$ cat src/seh_pkg.sv
// Constants and carrier types for the extended hub command engine.
// Assumes a single 200 MHz clock domain and classic Wishbone access.
package seh_pkg;
    localparam int NPORT = 5;
    localparam int BUF_DEPTH = 128;
    localparam int BUF_AW = 7;
    localparam int CC_WAIT_CYC = 1024;

    localparam logic [15:0] OP_EXEC = 16'h993e;
    localparam logic [7:0] EXEC_TERM = 8'h00;
    localparam logic [7:0] READ_COUNT = 8'h80;

    localparam logic [BUF_AW-1:0] OFS_CMD = 7'h00;
    localparam logic [BUF_AW-1:0] OFS_STAT = 7'h01;
    localparam logic [BUF_AW-1:0] OFS_DATA1 = 7'h02;
    localparam logic [BUF_AW-1:0] OFS_DATA2 = 7'h03;
    localparam logic [BUF_AW-1:0] OFS_RESULT = 7'h04;

    localparam logic [7:0] CMD_SET_ADDR = 8'h00;
    localparam logic [7:0] CMD_GET_DFLT = 8'h01;
    localparam logic [7:0] CMD_HUB_INFO = 8'h02;
    localparam logic [7:0] CMD_CC_MASK = 8'h03;
    localparam logic [7:0] CMD_CONNECT = 8'h80;
    localparam logic [7:0] CMD_POWER = 8'h81;
    localparam logic [7:0] CMD_DISABLE = 8'h82;
    localparam logic [7:0] CMD_DATA_LINE = 8'h83;
    localparam logic [7:0] CMD_CC_READ = 8'h84;

    localparam logic [6:0] SLV_ADDR_A = 7'h2c;
    localparam logic [6:0] SLV_ADDR_B = 7'h2d;
    localparam logic [7:0] DFLT_REPORT = 8'h2d;

    localparam int SA_RESTORE_BIT = 7;
    localparam int INFO_CFG_BIT = 7;
    localparam int PD_APPLY_BIT = 7;
    localparam int CS_LSLEEP_BIT = 5;
    localparam int CS_SSLEEP_BIT = 4;
    localparam int CS_LATT_BIT = 1;
    localparam int CS_SSATT_BIT = 0;
    localparam int DL_MINUS_BIT = 1;
    localparam int DL_PLUS_BIT = 0;

    localparam logic [7:0] ST_OK = 8'h01;
    localparam logic [7:0] ST_ERR = 8'h02;

    localparam logic [7:0] WB_PTR = 8'h00;
    localparam logic [7:0] WB_DATA = 8'h04;
    localparam logic [7:0] WB_STOP = 8'h08;
    localparam logic [7:0] WB_ADDR = 8'h0c;
    localparam logic [7:0] WB_STAT = 8'h10;

    typedef struct packed {
        logic legacy_port_sleep_flag;
        logic superspeed_port_sleep_flag;
        logic legacy_attach_flag;
        logic superspeed_attach_flag;
        logic power_on;
        logic minus_line_high;
        logic plus_line_high;
    } seh_port_stat_t;

    typedef struct packed {
        logic force_off;
        logic superspeed_termination_off;
        logic legacy_termination_off;
    } seh_port_dis_t;

    typedef enum logic [2:0] {
        EX_IDLE, EX_DECODE, EX_PORTS, EX_CC_WAIT, EX_STATUS
    } seh_state_t;
endpackage

$ cat src/seh_cmd_engine.sv
// Extended hub command engine: buffer, execute decode, port control.
// Assumes an upstream SMBus layer forwards transactions over Wishbone.
// Function
// - Execute request is offset word 993Eh followed by a zero byte.
// - Command code is taken from buffer offset zero.
// - Host zeroes status byte at offset one; engine writes completion there.
// - Slave address starts as one of two fixed values, picked by strap.
// - Bytes 99h, 3Eh then 00h start the buffered command.
// - Read returns count 128 then data; stop ends it cleanly anytime.
// - Command 00h loads slave address from offset two for later use.
// - Bit 7 of that parameter restores the factory default address.
// - Command 01h always returns fixed default address 2dh.
// - Command 02h returns configured flag in bit 7, hub address below.
// - Command 03h returns mask of ports with a charge controller.
// - First parameter is port mask; next five bytes hold port results.
// - Connect byte: bit 5 L2 suspend, bit 4 U3 suspend.
// - Connect byte: bit 1 legacy attach, bit 0 superspeed attach.
// - Command 81h reports one per masked port with power enabled.
// - Command 82h applies requested disable bytes to masked ports.
// - Disable bits 2:0 applied only when bit 7 of the byte is set.
// - Bit 2 power off, bit 1 superspeed and bit 0 legacy terms off.
// - Command 83h: bit 1 minus line high, bit 0 plus line high.
// - Command 84h reads charge controller register into second parameter.
`timescale 1ns/100ps
module seh_cmd_engine import seh_pkg::*; #(
    parameter int N        = NPORT,
    parameter int CC_WAIT  = CC_WAIT_CYC
) (
    input  wire logic               clk_in,
    input  wire logic               rstn_in,
    input  wire logic               wb_cyc_in,
    input  wire logic               wb_stb_in,
    input  wire logic               wb_we_in,
    input  wire logic [7:0]         wb_adr_in,
    input  wire logic [3:0]         wb_sel_in,
    input  wire logic [31:0]        wb_dat_in,
    output logic [31:0]             wb_dat_out,
    output logic                    wb_ack_out,
    input  wire logic               addr_strap_in,
    input  wire logic               hub_configured_in,
    input  wire logic [6:0]         legacy_hub_bus_addr_in,
    input  wire logic [N-1:0]       charge_controller_present_in,
    input  wire seh_port_stat_t [N-1:0] port_stat_in,
    output seh_port_dis_t [N-1:0]   port_dis_out,
    output logic [6:0]              slave_addr_out,
    output logic                    cc_rd_req_out,
    output logic [7:0]              cc_rd_addr_out,
    input  wire logic               cc_rd_ack_in,
    input  wire logic [7:0]         cc_rd_data_in,
    output logic                    busy_out
);
    seh_state_t         state_q;
    logic               ack_q;
    logic [31:0]        rdat_q;
    logic [15:0]        ptr_q;
    logic               first_q;
    logic [6:0]         dflt_q;
    logic [6:0]         addr_q;
    logic               strap_done_q;
    logic [2:0]         idx_q;
    logic [7:0]         status_q;
    logic [15:0]        wait_q;
    logic               req_q;
    logic [7:0]         ccad_q;
    logic [7:0][7:0]    head;
    logic [7:0]         rdata;
    logic [N-1:0][7:0]  fmt;
    logic               bus_req;
    logic               bus_wr;
    logic               bus_rd;
    logic               in_range;
    logic               bus_we;
    logic               start;
    logic               ex_we;
    logic [BUF_AW-1:0]  ex_addr;
    logic [7:0]         ex_data;
    logic               buf_we;
    logic [BUF_AW-1:0]  buf_addr;
    logic [7:0]         buf_data;
    logic [7:0]         cmd;
    logic [N-1:0]       mask;
    logic               port_cmd;

    assign bus_req  = wb_cyc_in && wb_stb_in && !ack_q;
    // Writes land on the edge that samples ack, never on the request edge
    assign bus_wr   = wb_cyc_in && wb_stb_in && wb_we_in && ack_q;
    assign bus_rd   = bus_req && !wb_we_in;
    assign in_range = ptr_q < 16'(BUF_DEPTH);
    assign cmd      = head[OFS_CMD];
    assign mask     = head[OFS_DATA1][N-1:0];
    assign port_cmd = cmd == CMD_CONNECT || cmd == CMD_POWER ||
                      cmd == CMD_DISABLE || cmd == CMD_DATA_LINE;
    assign busy_out = state_q != EX_IDLE;

    // Buffer writes are refused while a command runs; no arbitration needed
    assign bus_we = bus_wr && wb_adr_in == WB_DATA && wb_sel_in[0] &&
                    ptr_q != OP_EXEC && in_range && !busy_out;
    assign start  = bus_wr && wb_adr_in == WB_DATA && wb_sel_in[0] &&
                    ptr_q == OP_EXEC && wb_dat_in[7:0] == EXEC_TERM &&
                    !busy_out;

    assign buf_we   = ex_we || bus_we;
    assign buf_addr = ex_we ? ex_addr : ptr_q[BUF_AW-1:0];
    assign buf_data = ex_we ? ex_data : wb_dat_in[7:0];

    seh_buffer u_buf (
        .clk_in    (clk_in),
        .rstn_in   (rstn_in),
        .we_in     (buf_we),
        .waddr_in  (buf_addr),
        .wdata_in  (buf_data),
        .raddr_in  (ptr_q[BUF_AW-1:0]),
        .rdata_out (rdata),
        .head_out  (head)
    );

    seh_port_fmt #(.N(N)) u_fmt (
        .cmd_in   (cmd),
        .stat_in  (port_stat_in),
        .byte_out (fmt)
    );

    always_ff @(posedge clk_in) begin
        if (!rstn_in) begin
            ack_q  <= 1'b0;
            rdat_q <= 32'h0000_0000;
        end else begin
            ack_q  <= bus_req;
            rdat_q <= 32'h0000_0000;
            if (bus_rd) begin
                unique case (wb_adr_in)
                    WB_PTR:  rdat_q <= {16'h0000, ptr_q};
                    WB_DATA: rdat_q <= {24'h000000, first_q ? READ_COUNT :
                                        (in_range ? rdata : 8'h00)};
                    WB_ADDR: rdat_q <= {25'h0000000, addr_q};
                    WB_STAT: rdat_q <= {23'h000000, busy_out, status_q};
                    default: rdat_q <= 32'h0000_0000;
                endcase
            end
        end
    end

    assign wb_ack_out = ack_q;
    assign wb_dat_out = rdat_q;

    // Pointer and read-phase tracking
    always_ff @(posedge clk_in) begin
        if (!rstn_in) begin
            ptr_q   <= 16'h0000;
            first_q <= 1'b1;
        end else if (bus_wr && wb_adr_in == WB_PTR &&
                     wb_sel_in[1:0] == 2'b11) begin
            ptr_q   <= wb_dat_in[15:0];
            first_q <= 1'b1;
        end else if (bus_wr && wb_adr_in == WB_STOP) begin
            first_q <= 1'b1;
        end else if (bus_rd && wb_adr_in == WB_DATA) begin
            if (first_q) begin
                first_q <= 1'b0;
            end else begin
                ptr_q <= ptr_q + 16'h0001;
            end
        end else if (bus_we) begin
            ptr_q <= ptr_q + 16'h0001;
        end
    end

    // Strap is caught on the first cycle after reset release
    always_ff @(posedge clk_in) begin
        if (!rstn_in) begin
            dflt_q       <= SLV_ADDR_A;
            addr_q       <= SLV_ADDR_A;
            strap_done_q <= 1'b0;
        end else if (!strap_done_q) begin
            dflt_q       <= addr_strap_in ? SLV_ADDR_B : SLV_ADDR_A;
            addr_q       <= addr_strap_in ? SLV_ADDR_B : SLV_ADDR_A;
            strap_done_q <= 1'b1;
        end else if (state_q == EX_DECODE && cmd == CMD_SET_ADDR) begin
            if (head[OFS_DATA1][SA_RESTORE_BIT]) begin
                addr_q <= dflt_q;
            end else begin
                addr_q <= head[OFS_DATA1][6:0];
            end
        end
    end

    assign slave_addr_out = addr_q;

    always_ff @(posedge clk_in) begin
        if (!rstn_in) begin
            port_dis_out <= '0;
        end else if (state_q == EX_PORTS && cmd == CMD_DISABLE &&
                     mask[idx_q] &&
                     head[OFS_DATA2 + {4'h0, idx_q}][PD_APPLY_BIT]) begin
            port_dis_out[idx_q] <= head[OFS_DATA2 + {4'h0, idx_q}][2:0];
        end
    end

    always_comb begin
        ex_we   = 1'b0;
        ex_addr = OFS_DATA1;
        ex_data = 8'h00;
        unique case (state_q)
            EX_DECODE: begin
                unique case (cmd)
                    CMD_GET_DFLT: begin
                        ex_we   = 1'b1;
                        ex_data = DFLT_REPORT;
                    end
                    CMD_HUB_INFO: begin
                        ex_we   = 1'b1;
                        ex_data = {hub_configured_in,
                                   legacy_hub_bus_addr_in};
                    end
                    CMD_CC_MASK: begin
                        ex_we   = 1'b1;
                        ex_data = 8'(charge_controller_present_in);
                    end
                    default: ex_we = 1'b0;
                endcase
            end
            EX_PORTS: begin
                ex_we   = cmd != CMD_DISABLE && mask[idx_q];
                ex_addr = OFS_DATA2 + {4'h0, idx_q};
                ex_data = fmt[idx_q];
            end
            EX_CC_WAIT: begin
                ex_we   = cc_rd_ack_in;
                ex_addr = OFS_DATA2;
                ex_data = cc_rd_data_in;
            end
            EX_STATUS: begin
                ex_we   = 1'b1;
                ex_addr = OFS_STAT;
                ex_data = status_q;
            end
            EX_IDLE: ex_we = 1'b0;
        endcase
    end

    always_ff @(posedge clk_in) begin
        if (!rstn_in) begin
            state_q  <= EX_IDLE;
            idx_q    <= 3'd0;
            status_q <= 8'h00;
            wait_q   <= 16'h0000;
            req_q    <= 1'b0;
            ccad_q   <= 8'h00;
        end else begin
            unique case (state_q)
                EX_IDLE: begin
                    if (start) begin
                        state_q <= EX_DECODE;
                    end
                end
                EX_DECODE: begin
                    idx_q    <= 3'd0;
                    status_q <= ST_OK;
                    if (port_cmd) begin
                        state_q <= EX_PORTS;
                    end else if (cmd == CMD_CC_READ) begin
                        req_q   <= 1'b1;
                        ccad_q  <= head[OFS_DATA1];
                        wait_q  <= 16'(CC_WAIT);
                        state_q <= EX_CC_WAIT;
                    end else begin
                        if (cmd > CMD_CC_MASK) begin
                            status_q <= ST_ERR;
                        end
                        state_q <= EX_STATUS;
                    end
                end
                EX_PORTS: begin
                    idx_q <= idx_q + 3'd1;
                    if (idx_q == 3'(N - 1)) begin
                        state_q <= EX_STATUS;
                    end
                end
                EX_CC_WAIT: begin
                    wait_q <= wait_q - 16'h0001;
                    if (cc_rd_ack_in) begin
                        req_q   <= 1'b0;
                        state_q <= EX_STATUS;
                    end else if (wait_q == 16'h0000) begin
                        // Absent controller must not hang the engine
                        req_q    <= 1'b0;
                        status_q <= ST_ERR;
                        state_q  <= EX_STATUS;
                    end
                end
                EX_STATUS: begin
                    state_q <= EX_IDLE;
                end
            endcase
        end
    end

    assign cc_rd_req_out  = req_q;
    assign cc_rd_addr_out = ccad_q;
endmodule

$ cat src/seh_buffer.sv
// Command buffer: byte-wide flip-flop storage, one write port.
// Assumes the caller arbitrates writers; reads are combinational.
`timescale 1ns/100ps
module seh_buffer import seh_pkg::*; #(
    parameter int DEPTH = BUF_DEPTH,
    parameter int AW    = BUF_AW
) (
    input  wire logic          clk_in,
    input  wire logic          rstn_in,
    input  wire logic          we_in,
    input  wire logic [AW-1:0] waddr_in,
    input  wire logic [7:0]    wdata_in,
    input  wire logic [AW-1:0] raddr_in,
    output logic [7:0]         rdata_out,
    output logic [7:0][7:0]    head_out
);
    logic [DEPTH-1:0][7:0] mem_q;

    genvar i;
    generate
        for (i = 0; i < DEPTH; i++) begin : g_ent
            always_ff @(posedge clk_in) begin
                if (!rstn_in) begin
                    mem_q[i] <= 8'h00;
                end else if (we_in && waddr_in == AW'(i)) begin
                    mem_q[i] <= wdata_in;
                end
            end
        end
        for (i = 0; i < 8; i++) begin : g_head
            assign head_out[i] = mem_q[i];
        end
    endgenerate

    assign rdata_out = mem_q[raddr_in];
endmodule

$ cat src/seh_port_fmt.sv
// Per-port result byte formatter for the port status commands.
// Assumes status inputs are stable while a command runs.
`timescale 1ns/100ps
module seh_port_fmt import seh_pkg::*; #(
    parameter int N = NPORT
) (
    input  wire logic [7:0]             cmd_in,
    input  wire seh_port_stat_t [N-1:0] stat_in,
    output logic [N-1:0][7:0]           byte_out
);
    genvar p;
    generate
        for (p = 0; p < N; p++) begin : g_port
            always_comb begin
                byte_out[p] = 8'h00;
                unique case (cmd_in)
                    CMD_CONNECT: begin
                        byte_out[p][CS_LSLEEP_BIT] =
                            stat_in[p].legacy_port_sleep_flag;
                        byte_out[p][CS_SSLEEP_BIT] =
                            stat_in[p].superspeed_port_sleep_flag;
                        byte_out[p][CS_LATT_BIT] =
                            stat_in[p].legacy_attach_flag;
                        byte_out[p][CS_SSATT_BIT] =
                            stat_in[p].superspeed_attach_flag;
                    end
                    CMD_POWER: begin
                        byte_out[p][0] = stat_in[p].power_on;
                    end
                    CMD_DATA_LINE: begin
                        byte_out[p][DL_MINUS_BIT] =
                            stat_in[p].minus_line_high;
                        byte_out[p][DL_PLUS_BIT] =
                            stat_in[p].plus_line_high;
                    end
                    default: begin
                        byte_out[p] = 8'h00;
                    end
                endcase
            end
        end
    endgenerate
endmodule

$ cat config.mk
export PLATFORM = sky130hd
export DESIGN_NAME = seh_cmd_engine
export DESIGN_NICKNAME = d
export VERILOG_FILES = /design/src/seh_pkg.sv /design/src/seh_cmd_engine.sv /design/src/seh_buffer.sv /design/src/seh_port_fmt.sv
export SDC_FILE = /design/constraint.sdc
export NUM_CORES = 2
export LEC_CHECK = 0
export ABC_AREA = 1
export BUFFER_PORTS_ARGS = -buffer_cell sky130_fd_sc_hd__buf_2
export CELL_PAD_IN_SITES_DETAIL_PLACEMENT = 1
export CELL_PAD_IN_SITES_GLOBAL_PLACEMENT = 2
export CORE_MARGIN = 2
export CORE_UTILIZATION = 37
export DETAILED_ROUTE_END_ITERATION = 12
export PLACE_DENSITY = 0.95
export SLEW_MARGIN = 20
export SYNTH_ARGS = -nofsm -noshare
export SYNTH_HDL_FRONTEND = slang
export SYNTH_SLANG_ARGS = --single-unit
$ cat constraint.sdc
create_clock -name clk_in -period 5.3 [get_ports clk_in]
set_input_delay 0 -clock clk_in [delete_from_list [all_inputs] [get_ports clk_in]]
set_output_delay 0 -clock clk_in [all_outputs]
set_load 0.02 [all_outputs]
==> run metrics <==
status finished clean; initial cell density of the core 0.374; layout cells sized above 1 0.0619; Worst Setup Path Type reg -> reg; Final GP Congestion 0.863; Clk Latency, worst-skew pair 780 ps; Post-Route Utilization 0.417; Logic pwr share 0.033; NetSw 4.27 mW; GR Overflow Total 0; CP most frequent cell nand2_1; RSZ-0062 raised after global routing false; Syn Inst Count 9124; DR iter-0 viols 4481; # setup viols final 0; met1 Use GR 0.349; Boundary Pins 172; hpwl dp 134 mm; Hold Path Class in -> reg; Crit path largest cell delay 1070 ps; CTS tree yes; Post-CTS Setup Repair Bufs 0; total number of vias 58800; Min Clock Period, post-route 4690 ps; hold path cells 6; post-synthesis register bit count 1115; clock skew 24.5 ps; Root Buffer clkbuf_16; Slowest-stage cell, CP nor2_1; fraction of registers with async set/reset 0; CP required 5960 ps; total CTS buffers 132; Die Ht 394 um; GR Util met3 0.0433; clock sinks 1115; WP data arrival 5350 ps; period utilization 0.885; Layout Nets 9028; r2r setup slk 610 ps; PortBufs 137; Reg2Reg Capture Point u_buf.mem_q[73]; top post-synthesis cells by count 2628 x nor2_1, 2301 x nand2_1, 1115 x dfxtp_1, 760 x nand3_1, 533 x inv_1; Post-synth top flop dfxtp_1; number of gates resized after cts 0; Final Hold Viols 0; DR pass1 iterations 7; vias in the first global route 59400; total track usage 0.275; Post-Route WL 220 mm; PwrDens 294 nW/um^2; # DRC 0; GRT busiest layer met2; initial antenna violation count 2; worst slew pin tran 1280 ps; die area 155000 um^2; Hold Path End u_buf.mem_q[902]; biggest area consumer among synthesized cells dfxtp_1; sw frac 0.232; mapped cell area 56100 um^2; worst hold path startpoint legacy_hub_bus_addr_in[6]; r2r startpoint idx_q[0]; Worst setup SP type flip-flop; Die X 394 um; count of cell types in the netlist 49; crit-path max FO 26; Setup TNS Final 0 ps; Syn Area/Cell 6.15 um^2; fillers 19900; Clk pwr share 0.511; Fmax achieved 213 MHz; critical path, cell by cell inv_2, nand2_1, nor2_1, nand2_1, nand2_1, inv_1, nand2_1, nand2_1, nand2_2, nand2_2, inv_1, nand2_1, nand2_4, nand3_2, nor2_1, nand2_1, nand2_1, nor2_1; post-synth top area share 0.398; global-route wire length before repair 340 mm; FF-to-FF path depth 18; register area share after synthesis 0.398; largest net degree at the start of global routing 207; synth warn 0; row cnt 142; clock tree buffer depth 3; cell-internal power 14.1 mW; Max Cap Viol 0; Avg WL per Cell 19.9 um; top cells by area, synth dfxtp_1 40%, nor2_1 18%, nand2_1 15%, nand3_1 6.8%, o21ai_0 4.7%; Antenna Violating Nets Remaining 0; H-tree depth 4; via/cell ratio 5.33; Worst setup EP type flip-flop; # diodes 0; Slew Limit Fails 0; Clock Pin Slew Worst Setup and Hold Paths 60 ps; most frequent cell after synthesis nor2_1; Rel. slew slack 0.150; met2 GRT Util 0.462; number of flops mapped to enable cells by yosys 0; Leakage 26.5 nW; core region area 150000 um^2; Area Growth Syn to Fin 11.5%; sequential power share 0.456; VDD IR max 256 uV
[worst max path at each step]
stage	from	end	slack (ps)	cells after the start
2_1_floorplan	idx_q[0]	u_buf.mem_q[566]	2430	14
3_3_place_gp	idx_q[0]	u_buf.mem_q[106]	860	18
3_5_place_dp	idx_q[0]	u_buf.mem_q[839]	780	18
4_1_cts	idx_q[0]	u_buf.mem_q[110]	770	18
5_1_grt	idx_q[0]	u_buf.mem_q[110]	250	18
6_report	idx_q[0]	u_buf.mem_q[73]	610	18
[power groups by stage]
stage	combinational, mW	sequential, mW	clock, mW
2_1_floorplan	0.382	8.57	0
3_3_place_gp	0.564	8.57	0
3_5_place_dp	0.578	8.57	0
4_1_cts	0.600	8.39	9.55
5_1_grt	0.659	8.38	9.90
6_report	0.610	8.39	9.41
[metrics by stage]
stage / setup slack [ps] / hold WS (ps) / instances / instance area (um^2) / total power, mW
3_3_place_gp: 858 / 275 / 10700 / 57700 / 9.14
3_5_place_dp: 782 / 292 / 10700 / 57700 / 9.15
2_1_floorplan: 2430 / 27.7 / 9139 / 56200 / 8.96
4_1_cts: 775 / 0.973 / 11000 / 62600 / 18.5
5_1_grt: 247 / 69.8 / 11000 / 62600 / 18.9
6_report: 611 / 43.5 / 11000 / 62600 / 18.4
[layout make-up]
type                            count  area (um^2)  area share
Timing Repair Buffer              288         2260      0.0361
Sequential cell                  1115        22300       0.357
Clock inverter                     34          359     0.00574
Multi-Input combinational cell   6828        29000       0.463
Inverter                          550         2090      0.0334
Clock buffer                      201         4070      0.0649
Tap cell                         2016         2520      0.0403
[metal layers]
| layer | vias up | part of all wire |
|---|---|---|
| met5 | - | 0.000059 |
| met4 | 2 | 0.043 |
| met3 | 415 | 0.059 |
| met2 | 1524 | 0.46 |
| met1 | 28800 | 0.44 |
| li1 | 28100 | - |
[worst max-delay path, delay by kind of cell, from the launching register on]
kind,cells,cell delay [ps]
simple gates,15,3340
buf+inv,3,930
flops,1,320
[cell families after synthesis]
group                    after synthesis  share of synthesized area
adder cells (fa/ha/maj)                6                    0.00134
XOR/XNOR                              10                    0.00156
buffers and inverters               1196                     0.0892
flip-flops                          1115                      0.398
AO/OA/AOI/OAI                        956                     0.0936
other                                  1                  0.0000668
AND/OR/NAND/NOR                     5840                      0.417
[sequential cells by signal, indices dropped and copies added, names as in the netlist, 7 cells and up]
signal and cells:
cc_rd_addr_out 8, port_dis_out 15, ptr_q 16, slave_addr_out 7
u_buf.head_out 64, u_buf.mem_q 960, wait_q 16, wb_dat_out 16
[timing repair]
action / 4_1_cts / 5_1_grt
endpoints found under the hold margin: 167 / 0
endpoints found under the setup margin: 0 / 0
hold buffers: 48 / 0
[placed cells by master, fill, tap and decap left out, types with 48 or more instances in the layout]
cell,n
buf_2,136
a21oi_1,220
nor2_1,2622
nand3_1,760
dlygate4sd3_1,48
buf_4,78
dfxtp_1,1111
o21ai_0,524
o211ai_1,97
o22ai_1,64
clkbuf_16,142
nand2_1,2300
inv_1,527
Power figures use the tool's default switching activity.
